`src/hw/fcd_pkg.sv`:
```
// Package: register map, field layout, encodings and types of the cosh / loop-branch decoder
package fcd_pkg;
  // Register byte offsets
  localparam logic [7:0] OFS_CTRL = 8'h00;
  localparam logic [7:0] OFS_WORD1 = 8'h04;
  localparam logic [7:0] OFS_WORD2 = 8'h08;
  localparam logic [7:0] OFS_DISP = 8'h0C;
  localparam logic [7:0] OFS_IADDR = 8'h10;
  localparam logic [7:0] OFS_COUNT = 8'h14;
  localparam logic [7:0] OFS_FPSR = 8'h18;
  localparam logic [7:0] OFS_SRC = 8'h1C;
  localparam logic [7:0] OFS_RESULT = 8'h20;
  localparam logic [7:0] OFS_NPC = 8'h24;
  localparam logic [7:0] OFS_DSTAT = 8'h28;
  // Control bits and reset values
  localparam int CTRL_GO = 0;
  localparam int CTRL_TRAP_EN = 1;
  localparam logic [31:0] CTRL_RST = 32'h0000_0002;
  localparam logic [31:0] FPSR_RST = 32'h0000_0000;
  // Exception byte, accrued byte and condition code bit positions
  localparam int EXC_UNORDERED_BRANCH_FLAG = 7;
  localparam int EXC_SIGNALING_NAN_FLAG = 6;
  localparam int EXC_OPERAND_ERROR_FLAG = 5;
  localparam int EXC_OVERFLOW_FLAG = 4;
  localparam int EXC_UNDERFLOW_FLAG = 3;
  localparam int EXC_DZ = 2;
  localparam int EXC_RESULT_INEXACT_FLAG = 1;
  localparam int EXC_DECIMAL_INPUT_INEXACT_FLAG = 0;
  localparam int ACC_IOP = 7;
  localparam int CC_N = 3;
  localparam int CC_Z = 2;
  localparam int CC_I = 1;
  localparam int CC_NAN = 0;
  // Source operand descriptor fields
  localparam int SRC_SIGN = 4;
  localparam int SRC_PK_INEX = 8;
  localparam logic [1:0] CLS_NORM = 2'h0;
  localparam logic [1:0] CLS_ZERO = 2'h1;
  localparam logic [1:0] CLS_INF = 2'h2;
  localparam logic [1:0] CLS_NAN = 2'h3;
  // Instruction encodings
  localparam logic [3:0] LINE_F = 4'hF;
  localparam logic [2:0] GRP_GEN = 3'h0;
  localparam logic [2:0] GRP_LOOP = 3'h1;
  localparam logic [6:0] OPM_COSH = 7'h1D;
  localparam logic [2:0] MODE_DREG = 3'h0;
  localparam logic [2:0] MODE_AREG = 3'h1;
  localparam logic [2:0] MODE_EXT = 3'h7;
  localparam logic [2:0] EXT_MAX = 3'h4;
  localparam logic [2:0] FMT_L = 3'h0;
  localparam logic [2:0] FMT_S = 3'h1;
  localparam logic [2:0] FMT_P = 3'h3;
  localparam logic [2:0] FMT_W = 3'h4;
  localparam logic [2:0] FMT_B = 3'h6;
  localparam logic [2:0] FMT_BAD = 3'h7;
  // Result kinds
  localparam logic [1:0] RES_CALC = 2'h0;
  localparam logic [1:0] RES_ONE = 2'h1;
  localparam logic [1:0] RES_INF = 2'h2;
  localparam logic [1:0] RES_NAN = 2'h3;
  // Program counter offsets in bytes, counter end value and bus response codes
  localparam logic [31:0] SEQ_LEN = 32'h0000_0006;
  localparam logic [31:0] DISP_BASE = 32'h0000_0002;
  localparam logic [15:0] CNT_EXHAUSTED = 16'hFFFF;
  localparam logic [1:0] RESP_OKAY = 2'h0;
  localparam logic [1:0] RESP_SLVERR = 2'h2;

  typedef struct packed {
    logic [7:0] cc;
    logic [7:0] quot;
    logic [7:0] exc;
    logic [7:0] acc;
  } fcd_fpsr_t;

  typedef struct packed {
    logic mine;
    logic is_cosh;
    logic is_loop;
  } fcd_dec_t;

  typedef enum logic [2:0] {
    ST_IDLE = 3'b001,
    ST_DEC = 3'b010,
    ST_EXE = 3'b100
  } fcd_state_t;
endpackage

```
`src/hw/fcd_decoder.sv`:
```
// Cosh and loop-branch coprocessor decoder with AXI4-Lite register access
module fcd_decoder
  import fcd_pkg::*;
#(
  parameter int ADDR_W = 8,
  parameter logic [2:0] CPID = 3'h1
)
(
  input wire logic aclk,
  input wire logic aresetn,
  input wire logic awvalid,
  output logic awready,
  input wire logic [ADDR_W-1:0] awaddr,
  input wire logic wvalid,
  output logic wready,
  input wire logic [31:0] wdata,
  input wire logic [3:0] wstrb,
  output logic bvalid,
  input wire logic bready,
  output logic [1:0] bresp,
  input wire logic arvalid,
  output logic arready,
  input wire logic [ADDR_W-1:0] araddr,
  output logic rvalid,
  input wire logic rready,
  output logic [31:0] rdata,
  output logic [1:0] rresp,
  output logic pre_exc_req
);
  import fcd_pkg::*;

  // Refuse address widths that cannot reach the whole register map
  if (ADDR_W < 6 || ADDR_W > 8)
  begin
    $error("ADDR_W must be 6 to 8");
  end

  function automatic logic [31:0] merge(input logic [31:0] old, input logic [31:0] dat,
                                        input logic [3:0] strb);
    logic [31:0] r;
    r = old;
    for (int i = 0; i < 4; i++)
      if (strb[i])
        r[i*8 +: 8] = dat[i*8 +: 8];
    return r;
  endfunction

  function automatic logic hit(input logic [ADDR_W-1:0] a, input logic [7:0] ofs);
    return a[ADDR_W-1:2] == ofs[ADDR_W-1:2];
  endfunction

  // Sixteen base tests, bit 4 only changes NaN awareness
  function automatic logic pred_true(input logic [3:0] p, input logic [7:0] cc);
    logic n;
    logic z;
    logic u;
    n = cc[CC_N];
    z = cc[CC_Z];
    u = cc[CC_NAN];
    case (p)
      4'h0: return 1'b0;
      4'h1: return z;
      4'h2: return !(u || z || n);
      4'h3: return z || !(u || n);
      4'h4: return n && !(u || z);
      4'h5: return z || (n && !u);
      4'h6: return !(u || z);
      4'h7: return !u;
      4'h8: return u;
      4'h9: return u || z;
      4'hA: return u || !(n || z);
      4'hB: return u || z || !n;
      4'hC: return u || (n && !z);
      4'hD: return u || z || n;
      4'hE: return !z;
      default: return 1'b1;
    endcase
  endfunction

  fcd_state_t st_q, st_d;
  fcd_dec_t dec_q, dec_d;
  fcd_fpsr_t fpsr_q, fpsr_d;
  logic [31:0] ctrl_q, iaddr_q, count_q, count_d, src_q, npc_q, npc_d;
  logic [15:0] w1_q, w2_q, disp_q;
  logic [7:0] res_q, res_d;
  logic [3:0] dstat_q, dstat_d;
  logic aw_hold_q, w_hold_q, bvalid_q, rvalid_q, exc_q, exc_d;
  logic [ADDR_W-1:0] awaddr_q;
  logic [31:0] wdata_q, rdata_q, rd_mux;
  logic [3:0] wstrb_q;
  logic [1:0] bresp_q, rresp_q;

  // Bus handshakes
  wire aw_take = awvalid && awready;
  wire w_take = wvalid && wready;
  wire wr_go = aw_hold_q && w_hold_q;
  wire ar_take = arvalid && arready;
  assign awready = !aw_hold_q && !bvalid_q;
  assign wready = !w_hold_q && !bvalid_q;
  assign arready = !rvalid_q;
  assign bvalid = bvalid_q;
  assign bresp = bresp_q;
  assign rvalid = rvalid_q;
  assign rdata = rdata_q;
  assign rresp = rresp_q;
  assign pre_exc_req = exc_q;

  wire wr_ctrl = wr_go && hit(awaddr_q, OFS_CTRL);
  wire wr_w1 = wr_go && hit(awaddr_q, OFS_WORD1);
  wire wr_w2 = wr_go && hit(awaddr_q, OFS_WORD2);
  wire wr_disp = wr_go && hit(awaddr_q, OFS_DISP);
  wire wr_iaddr = wr_go && hit(awaddr_q, OFS_IADDR);
  wire wr_count = wr_go && hit(awaddr_q, OFS_COUNT);
  wire wr_fpsr = wr_go && hit(awaddr_q, OFS_FPSR);
  wire wr_src = wr_go && hit(awaddr_q, OFS_SRC);
  wire wr_ro = wr_go && (hit(awaddr_q, OFS_RESULT) || hit(awaddr_q, OFS_NPC)
                         || hit(awaddr_q, OFS_DSTAT));
  wire wr_map = wr_ctrl || wr_w1 || wr_w2 || wr_disp || wr_iaddr || wr_count || wr_fpsr
                || wr_src || wr_ro;
  wire [31:0] wr_val = merge(32'h0000_0000, wdata_q, wstrb_q);
  wire go = wr_ctrl && wstrb_q[0] && wdata_q[CTRL_GO] && st_q == ST_IDLE;
  wire trap_en = ctrl_q[CTRL_TRAP_EN];

  // Instruction fields
  wire [2:0] grp = w1_q[8:6];
  wire [2:0] ea_mode = w1_q[5:3];
  wire [2:0] ea_reg = w1_q[2:0];
  wire rm = w2_q[14];
  wire [2:0] spec = w2_q[12:10];
  wire [2:0] dst = w2_q[9:7];
  wire [6:0] opm = w2_q[6:0];
  wire [5:0] pred = w2_q[5:0];
  wire mine = w1_q[15:12] == LINE_F && w1_q[11:9] == CPID;
  wire fmt_small = spec == FMT_B || spec == FMT_W || spec == FMT_L || spec == FMT_S;
  wire ea_dreg = ea_mode == MODE_DREG && fmt_small;
  wire ea_mem = ea_mode != MODE_DREG && ea_mode != MODE_AREG && ea_mode != MODE_EXT;
  wire ea_ext = ea_mode == MODE_EXT && ea_reg <= EXT_MAX;
  wire ea_ok = ea_dreg || ea_mem || ea_ext;
  // Register source needs no address field; memory source needs a format and a mode
  wire src_ok = !rm || (spec != FMT_BAD && ea_ok);
  wire cosh_enc = grp == GRP_GEN && !w2_q[15] && !w2_q[13] && opm == OPM_COSH && src_ok;
  wire loop_enc = grp == GRP_LOOP && w2_q[15:6] == 10'h000 && !pred[5];

  always_comb
  begin
    dec_d.mine = mine;
    dec_d.is_cosh = mine && cosh_enc;
    dec_d.is_loop = mine && loop_enc;
  end

  // Execution
  wire [1:0] cls = src_q[1:0];
  wire packed_src = rm && spec == FMT_P;
  wire cond = pred_true(pred[3:0], fpsr_q.cc);
  wire unord = fpsr_q.cc[CC_NAN] && pred[4];
  wire trap = unord && trap_en;
  wire [15:0] cnt_dec = count_q[15:0] - 16'h0001;
  wire [31:0] seq_pc = iaddr_q + SEQ_LEN;
  wire [31:0] br_pc = iaddr_q + DISP_BASE + {{16{disp_q[15]}}, disp_q};
  wire exe = st_q == ST_EXE;

  always_comb
  begin
    fpsr_d = wr_fpsr ? fcd_fpsr_t'(merge(fpsr_q, wdata_q, wstrb_q)) : fpsr_q;
    count_d = wr_count ? merge(count_q, wdata_q, wstrb_q) : count_q;
    npc_d = npc_q;
    res_d = res_q;
    dstat_d = dstat_q;
    exc_d = 1'b0;
    if (exe)
    begin
      // Status: branch taken, trapped, foreign, illegal
      dstat_d = {1'b0, 1'b0, !dec_q.mine, dec_q.mine && !dec_q.is_cosh && !dec_q.is_loop};
      if (dec_q.is_cosh)
      begin
        res_d = {1'b1, dst, 2'h0, RES_CALC};
        if (cls == CLS_ZERO)
          res_d[1:0] = RES_ONE;
        else if (cls == CLS_INF)
          res_d[1:0] = RES_INF;
        else if (cls == CLS_NAN)
          res_d[1:0] = RES_NAN;
        fpsr_d.cc = 8'h00;
        fpsr_d.cc[CC_I] = cls == CLS_INF;
        fpsr_d.cc[CC_NAN] = cls == CLS_NAN;
        fpsr_d.exc = 8'h00;
        fpsr_d.exc[EXC_DECIMAL_INPUT_INEXACT_FLAG] = packed_src && src_q[SRC_PK_INEX];
      end
      else if (dec_q.is_loop)
      begin
        fpsr_d.exc[EXC_UNORDERED_BRANCH_FLAG] = unord;
        if (unord)
          fpsr_d.acc[ACC_IOP] = 1'b1;
        if (trap)
        begin
          exc_d = 1'b1;
          npc_d = iaddr_q;
          dstat_d[2] = 1'b1;
        end
        else if (cond)
          npc_d = seq_pc;
        else
        begin
          count_d = {count_q[31:16], cnt_dec};
          npc_d = cnt_dec == CNT_EXHAUSTED ? seq_pc : br_pc;
          dstat_d[3] = cnt_dec != CNT_EXHAUSTED;
        end
      end
    end
  end

  always_comb
  begin
    case (st_q)
      ST_IDLE: st_d = go ? ST_DEC : ST_IDLE;
      ST_DEC: st_d = ST_EXE;
      ST_EXE: st_d = ST_IDLE;
      default: st_d = ST_IDLE;
    endcase
  end

  assign rd_mux = hit(araddr, OFS_CTRL) ? ctrl_q :
                  hit(araddr, OFS_WORD1) ? {16'h0000, w1_q} :
                  hit(araddr, OFS_WORD2) ? {16'h0000, w2_q} :
                  hit(araddr, OFS_DISP) ? {16'h0000, disp_q} :
                  hit(araddr, OFS_IADDR) ? iaddr_q :
                  hit(araddr, OFS_COUNT) ? count_q :
                  hit(araddr, OFS_FPSR) ? fpsr_q :
                  hit(araddr, OFS_SRC) ? src_q :
                  hit(araddr, OFS_RESULT) ? {24'h000000, res_q} :
                  hit(araddr, OFS_NPC) ? npc_q :
                  hit(araddr, OFS_DSTAT) ? {27'h0000000, dstat_q, st_q != ST_IDLE} :
                  32'h0000_0000;
  wire rd_map = hit(araddr, OFS_CTRL) || hit(araddr, OFS_WORD1) || hit(araddr, OFS_WORD2)
                || hit(araddr, OFS_DISP) || hit(araddr, OFS_IADDR) || hit(araddr, OFS_COUNT)
                || hit(araddr, OFS_FPSR) || hit(araddr, OFS_SRC) || hit(araddr, OFS_RESULT)
                || hit(araddr, OFS_NPC) || hit(araddr, OFS_DSTAT);

  always_ff @(posedge aclk)
  begin
    if (!aresetn)
    begin
      aw_hold_q <= 1'b0;
      w_hold_q <= 1'b0;
      bvalid_q <= 1'b0;
      rvalid_q <= 1'b0;
      bresp_q <= RESP_OKAY;
      rresp_q <= RESP_OKAY;
      rdata_q <= 32'h0000_0000;
      awaddr_q <= '0;
      wdata_q <= 32'h0000_0000;
      wstrb_q <= 4'h0;
    end
    else
    begin
      aw_hold_q <= aw_take || (aw_hold_q && !wr_go);
      w_hold_q <= w_take || (w_hold_q && !wr_go);
      if (aw_take)
        awaddr_q <= awaddr;
      if (w_take)
      begin
        wdata_q <= wdata;
        wstrb_q <= wstrb;
      end
      if (wr_go)
      begin
        bvalid_q <= 1'b1;
        bresp_q <= wr_map ? RESP_OKAY : RESP_SLVERR;
      end
      else if (bready)
        bvalid_q <= 1'b0;
      if (ar_take)
      begin
        rvalid_q <= 1'b1;
        rdata_q <= rd_mux;
        rresp_q <= rd_map ? RESP_OKAY : RESP_SLVERR;
      end
      else if (rready)
        rvalid_q <= 1'b0;
    end
  end

  always_ff @(posedge aclk)
  begin
    if (!aresetn)
    begin
      st_q <= ST_IDLE;
      dec_q <= '0;
      ctrl_q <= CTRL_RST;
      w1_q <= 16'h0000;
      w2_q <= 16'h0000;
      disp_q <= 16'h0000;
      iaddr_q <= 32'h0000_0000;
      src_q <= 32'h0000_0000;
      count_q <= 32'h0000_0000;
      fpsr_q <= FPSR_RST;
      npc_q <= 32'h0000_0000;
      res_q <= 8'h00;
      dstat_q <= 4'h0;
      exc_q <= 1'b0;
    end
    else
    begin
      st_q <= st_d;
      if (st_q == ST_DEC)
        dec_q <= dec_d;
      if (wr_ctrl)
        ctrl_q <= {wr_val[31:1], 1'b0};
      if (wr_w1 && st_q == ST_IDLE)
        w1_q <= wr_val[15:0];
      if (wr_w2 && st_q == ST_IDLE)
        w2_q <= wr_val[15:0];
      if (wr_disp && st_q == ST_IDLE)
        disp_q <= wr_val[15:0];
      if (wr_iaddr && st_q == ST_IDLE)
        iaddr_q <= merge(iaddr_q, wdata_q, wstrb_q);
      if (wr_src && st_q == ST_IDLE)
        src_q <= merge(src_q, wdata_q, wstrb_q);
      count_q <= count_d;
      fpsr_q <= fpsr_d;
      npc_q <= npc_d;
      res_q <= res_d;
      dstat_q <= dstat_d;
      exc_q <= exc_d;
    end
  end

  // Checks
  wire x_cosh = exe && dec_q.is_cosh;
  wire x_loop = exe && dec_q.is_loop;

  AST_WR_ANSWER: assert property (@(posedge aclk) disable iff (!aresetn)
    wr_go |=> bvalid && !awready && !wready)
    else $error("write answer missing");
  AST_RD_HOLD: assert property (@(posedge aclk) disable iff (!aresetn)
    rvalid && !rready |=> rvalid && $stable(rdata))
    else $error("read data not held");
  AST_AREG_ILLEGAL: assert property (@(posedge aclk) disable iff (!aresetn)
    st_q == ST_DEC && rm && ea_mode == MODE_AREG |=> !dec_q.is_cosh)
    else $error("address register source accepted");
  AST_COSH_SPECIAL: assert property (@(posedge aclk) disable iff (!aresetn)
    x_cosh && cls == CLS_ZERO |=> res_q[1:0] == RES_ONE && res_q[7])
    else $error("cosh of zero not one");
  AST_COSH_INF: assert property (@(posedge aclk) disable iff (!aresetn)
    x_cosh && cls == CLS_INF |=> res_q[1:0] == RES_INF && fpsr_q.cc[CC_I])
    else $error("cosh of infinity not infinity");
  AST_COSH_FLAGS: assert property (@(posedge aclk) disable iff (!aresetn)
    x_cosh && !wr_fpsr |=> fpsr_q.quot == $past(fpsr_q.quot) && !fpsr_q.exc[EXC_UNORDERED_BRANCH_FLAG]
      && !fpsr_q.exc[EXC_OPERAND_ERROR_FLAG] && !fpsr_q.exc[EXC_UNDERFLOW_FLAG] && !fpsr_q.exc[EXC_DZ])
    else $error("cosh flag update wrong");
  AST_COSH_DECIMAL_INPUT_INEXACT_FLAG: assert property (@(posedge aclk) disable iff (!aresetn)
    x_cosh && !packed_src |=> !fpsr_q.exc[EXC_DECIMAL_INPUT_INEXACT_FLAG])
    else $error("decimal inexact set for non-packed source");
  AST_LOOP_TRUE: assert property (@(posedge aclk) disable iff (!aresetn)
    x_loop && cond && !trap && !wr_count |=> count_q == $past(count_q)
      && npc_q == $past(iaddr_q) + SEQ_LEN)
    else $error("true condition did not fall through");
  AST_LOOP_DEC: assert property (@(posedge aclk) disable iff (!aresetn)
    x_loop && !cond && !trap |=> count_q[15:0] == $past(count_q[15:0]) - 16'h0001
      && npc_q == ($past(count_q[15:0]) == 16'h0000 ? $past(iaddr_q) + SEQ_LEN : $past(br_pc)))
    else $error("counter or branch target wrong");
  AST_LOOP_IOP: assert property (@(posedge aclk) disable iff (!aresetn)
    x_loop && unord |=> fpsr_q.acc[ACC_IOP] && fpsr_q.exc[EXC_UNORDERED_BRANCH_FLAG])
    else $error("unordered branch not accrued");
  AST_TRAP: assert property (@(posedge aclk) disable iff (!aresetn)
    x_loop && trap && !wr_count |=> pre_exc_req && count_q == $past(count_q) ##1 !pre_exc_req)
    else $error("trap not raised or loop completed");

  CV_COSH: cover property (@(posedge aclk) disable iff (!aresetn) x_cosh);
  CV_BRANCH: cover property (@(posedge aclk) disable iff (!aresetn)
    x_loop && !cond && !trap && cnt_dec != CNT_EXHAUSTED);
  CV_EXHAUST: cover property (@(posedge aclk) disable iff (!aresetn)
    x_loop && !cond && !trap && cnt_dec == CNT_EXHAUSTED);
  CV_TRAP: cover property (@(posedge aclk) disable iff (!aresetn) x_loop && trap);
endmodule

```
`config.mk`:
```
export PLATFORM = sky130hd
export DESIGN_NAME = fcd_decoder
export DESIGN_NICKNAME = d
export VERILOG_FILES = /design/src/hw/fcd_pkg.sv /design/src/hw/fcd_decoder.sv
export SDC_FILE = /design/constraint.sdc
export NUM_CORES = 1
export LEC_CHECK = 0
export BUFFER_PORTS_ARGS = -buffer_cell sky130_fd_sc_hd__buf_4
export CAP_MARGIN = 15
export CORE_ASPECT_RATIO = 2
export CORE_UTILIZATION = 37
export DETAILED_ROUTE_END_ITERATION = 8
export GPL_TIMING_DRIVEN = 0
export SYNTH_ARGS = -nofsm -noshare
export SYNTH_HDL_FRONTEND = slang
export SYNTH_SLANG_ARGS = --single-unit
```
`constraint.sdc`:
```
create_clock -name aclk -period 4.1 [get_ports aclk]
set_input_delay 0.41 -clock aclk [delete_from_list [all_inputs] [get_ports aclk]]
set_output_delay 0.41 -clock aclk [all_outputs]
set_load 0.05 [all_outputs]
```
==> run_results.csv <==
group,metric,value,unit
layout,syn_to_final_growth,15.2,%
sta,tightest_slew,1.26,ns
route,vias,18700,
setup_path,cp-start-kind,"flip-flop",
route,antenna_left,0,
job,maxCapViolCount,0,
global_routing,grt_start_max_net_pins,20,
cts,cts_max_path_buffers,3,
cts,cts_inserted_buffers,31,
setup_path,arrival,4.41,ns
synth,synth_ff_type,"dfxtp_1",
cts,insertion_delay,0.61,ns
setup_path,critical_path.max_stage_delay,0.46,ns
route,wl_per_cell,27.3,um
setup_path,critPathKind,"flip-flop to flip-flop",
power_and_ir_drop,p_leak,7.46,nW
synth,ys_seq_elements,336,
sta,report.final.slew_viol_count,0,
setup_path,cpLargestDelayFamily,"compound AO/OA/AOI/OAI gates",
layout,antenna_cells,0,
setup_path,crit_fanout,10,
route,drc,0,
floorplan,start_util,37.6,%
synth,synth-warning-count,0,
global_routing,overflow,0,
outcome,status,"finished clean",
power_and_ir_drop,p_clk_share,43.2,%
floorplan,core,46700,sq um
power_and_ir_drop,power_density,348,nW/um^2
floorplan,die_x,156,um
synth,synth_edf_count,0,
sta,setup_viol,0,
floorplan,dieHeight,310,um
layout,stdcell_count,3107,
cts,cts.sink_count,336,
route,dr.pass1.iters,6,
setup_path,critPathCaptureType,"flip-flop",
route,postRouteWirelength,84800,um
power_and_ir_drop,switching_share,27.0,%
layout,final_cell_mix,"a21oi_1 (398), nand2_1 (353), dfxtp_1 (334), nor2_1 (248), clkbuf_1 (161)",
global_routing,grt_antenna_before_repair,0,
power_and_ir_drop,ir_drop,330,uV
setup_path,cp.buffers_inverters,4,
sta,timing.setup.tns,0,ns
cts,root_buffer,"clkbuf_16",
setup_path,cp_slowest_cell,"or4b_1",
global_routing,grt_pass1_wl,121000,um
setup_path,crit_required,4.53,ns
sta,fin_crit_sh,97.0,%
floorplan,io_pins,101,
placed_design,placed_cells,3045,
power_and_ir_drop,internal-power,5.14,mW
setup_path,crit_chain,"inv_1 > ha_1 > or4b_1 > or3_1 > a221o_1 > a221o_1 > o41ai_4 > buf_12 > buf_4 > clkbuf_4 > a21oi_1 > o221ai_2 > a21oi_1",
sta,fin_crit,3.98,ns
sta,fin_skew,0.0170,ns
synth,synth_area,17600,sq um
synth,synth_area_per_cell,7.57,sq um
placed_design,dp_hpwl,67600,um
synth,syn_inst,2319,
cts,clk_pin_slew_worst_paths,0.07,ns
synth,synthDistinctLibCells,76,
sta,max_freq,251,MHz
synth,ys_async_sr_fraction,0,%
power_and_ir_drop,p_sw,1.90,mW
global_routing,grt_pass1_vias,18400,
floorplan,placementRows,112,
layout,drive_above_1_share,8.06,%
route,dr.first_iter.drc_count,1616,
global_routing,grtUsageTotal,34.9,%
route,via_per_inst,6.02,
layout,nNetsFinal,2581,
cts,cts_tree,"yes",
placed_design,portBuffers,94,
placed_design,gp_congestion,1.05,
power_and_ir_drop,comb_power_share,8.5,%
layout,layout_commonest_cell,"a21oi_1",
cts,cts_max_level,1,
worst_hold_path,hp-class,"primary input to flip-flop",
sta,finalHoldViolCount,0,
synth,ys_seq_area_share,38.3,%
power_and_ir_drop,seqPwrFrac,48.3,%
floorplan,die-area,48400,sq um
layout,final_core_utilization,43.3,%
sta,relSlewSlack,16.3,%
[worst min-delay path, cell delays in order]
cell     delay (ns)
buf_4          0.11
nand2_1        0.05
a21oi_1        0.05
[timing repair]
item	4_1_cts	5_1_grt
setup endpoints to repair	20	11
buffers inserted	1	4
hold buffers	1	0
pin swaps	1	2
hold endpoints to repair	1	0
gates resized for setup	2	9
[cells by family after synthesis]
| family | share of synthesized area (%) |
|---|---|
| other | 0.0214 |
| multiplexers | 4.77 |
| AND/OR/NAND/NOR | 23.1 |
| adder cells (fa/ha/maj) | 4.68 |
| buffers and inverters | 4.46 |
| AO/OA/AOI/OAI | 22.9 |
| XOR/XNOR | 1.75 |
| flip-flops | 38.3 |
[Yosys cell counts, types with 17 or more instances]
| cell | n | area (sq um) |
|---|---|---|
| ha_1 | 64 | 801 |
| nand3_1 | 158 | 791 |
| and3_1 | 20 | 125 |
| mux2i_1 | 51 | 510 |
| xor2_1 | 17 | 149 |
| o21ai_0 | 120 | 601 |
| clkbuf_1 | 152 | 571 |
| nor2_1 | 248 | 931 |
| a31oi_1 | 24 | 150 |
| dfxtp_1 | 336 | 6730 |
| inv_1 | 28 | 105 |
| a21oi_1 | 398 | 1990 |
| nor3_1 | 30 | 150 |
| nand2_1 | 353 | 1330 |
| xnor2_1 | 18 | 158 |
| nand4_1 | 24 | 150 |
[routing by layer]
metal	up-vias	wire length [um]	share of wire, %	global-route usage, %
met3	347	5080	6.0	4.32
li1	8544	-	-	-
met1	8868	28900	34	35.2
met5	-	0	0	0
met4	0	8820	10	31.8
met2	936	42000	49	62.1
[layout make-up]
cell class                 instances  area [sq um]
tap                              627           785
clock buffer                      48           920
sequential                       336          6730
inverter                          30           113
clock inverter                     8           104
buffer                           172           672
multi-input combinational       1782         10100
timing repair buffer             104           788
fill                            4830         26400
[flip-flops by register name, summed over array words and instances (netlist names), 6 cells and up]
register	flops
awaddr_q	6
count_q	32
ctrl_q	31
disp_q	16
fpsr_q	32
iaddr_q	32
npc_q	32
rdata	32
res_q	6
src_q	32
w1_q	16
w2_q	16
wdata_q	32
[stage by stage]
step	power (mW)	hold WS, ns	setup WS (ns)	cell area (sq um)
2_1_floorplan	3.76	0.423	0.833	17600
3_3_place_gp	4.06	0.442	-0.364	19000
3_5_place_dp	4.06	0.446	-0.372	19100
4_1_cts	7.05	0.0354	-0.0159	20200
5_1_grt	7.22	0.0616	-0.00100	20200
6_report	7.04	0.0523	0.121	20200
[worst paths after layout]
check / from / to / slack, ns / cells after the start
worst max-delay path: count_q[0] / npc_q[6] / 0.12 / 13
worst min-delay path: wdata[12] / wdata_q[12] / 0.05 / 3
worst max register to register: count_q[0] / npc_q[6] / 0.12 / 13
worst min register to register: fpsr_q[9] / fpsr_q[9] / 0.46 / 2
[power by group through the flow]
| stage | Sequential (mW) | Clock, mW | Combinational, mW |
|---|---|---|---|
| after floorplan | 3.50 | 0 | 0.265 |
| after global placement | 3.47 | 0 | 0.587 |
| after detailed placement | 3.47 | 0 | 0.589 |
| after CTS | 3.40 | 3.06 | 0.592 |
| after global routing | 3.40 | 3.19 | 0.629 |
| final | 3.40 | 3.04 | 0.602 |
No activity file was read; power rests on OpenSTA's default activity.
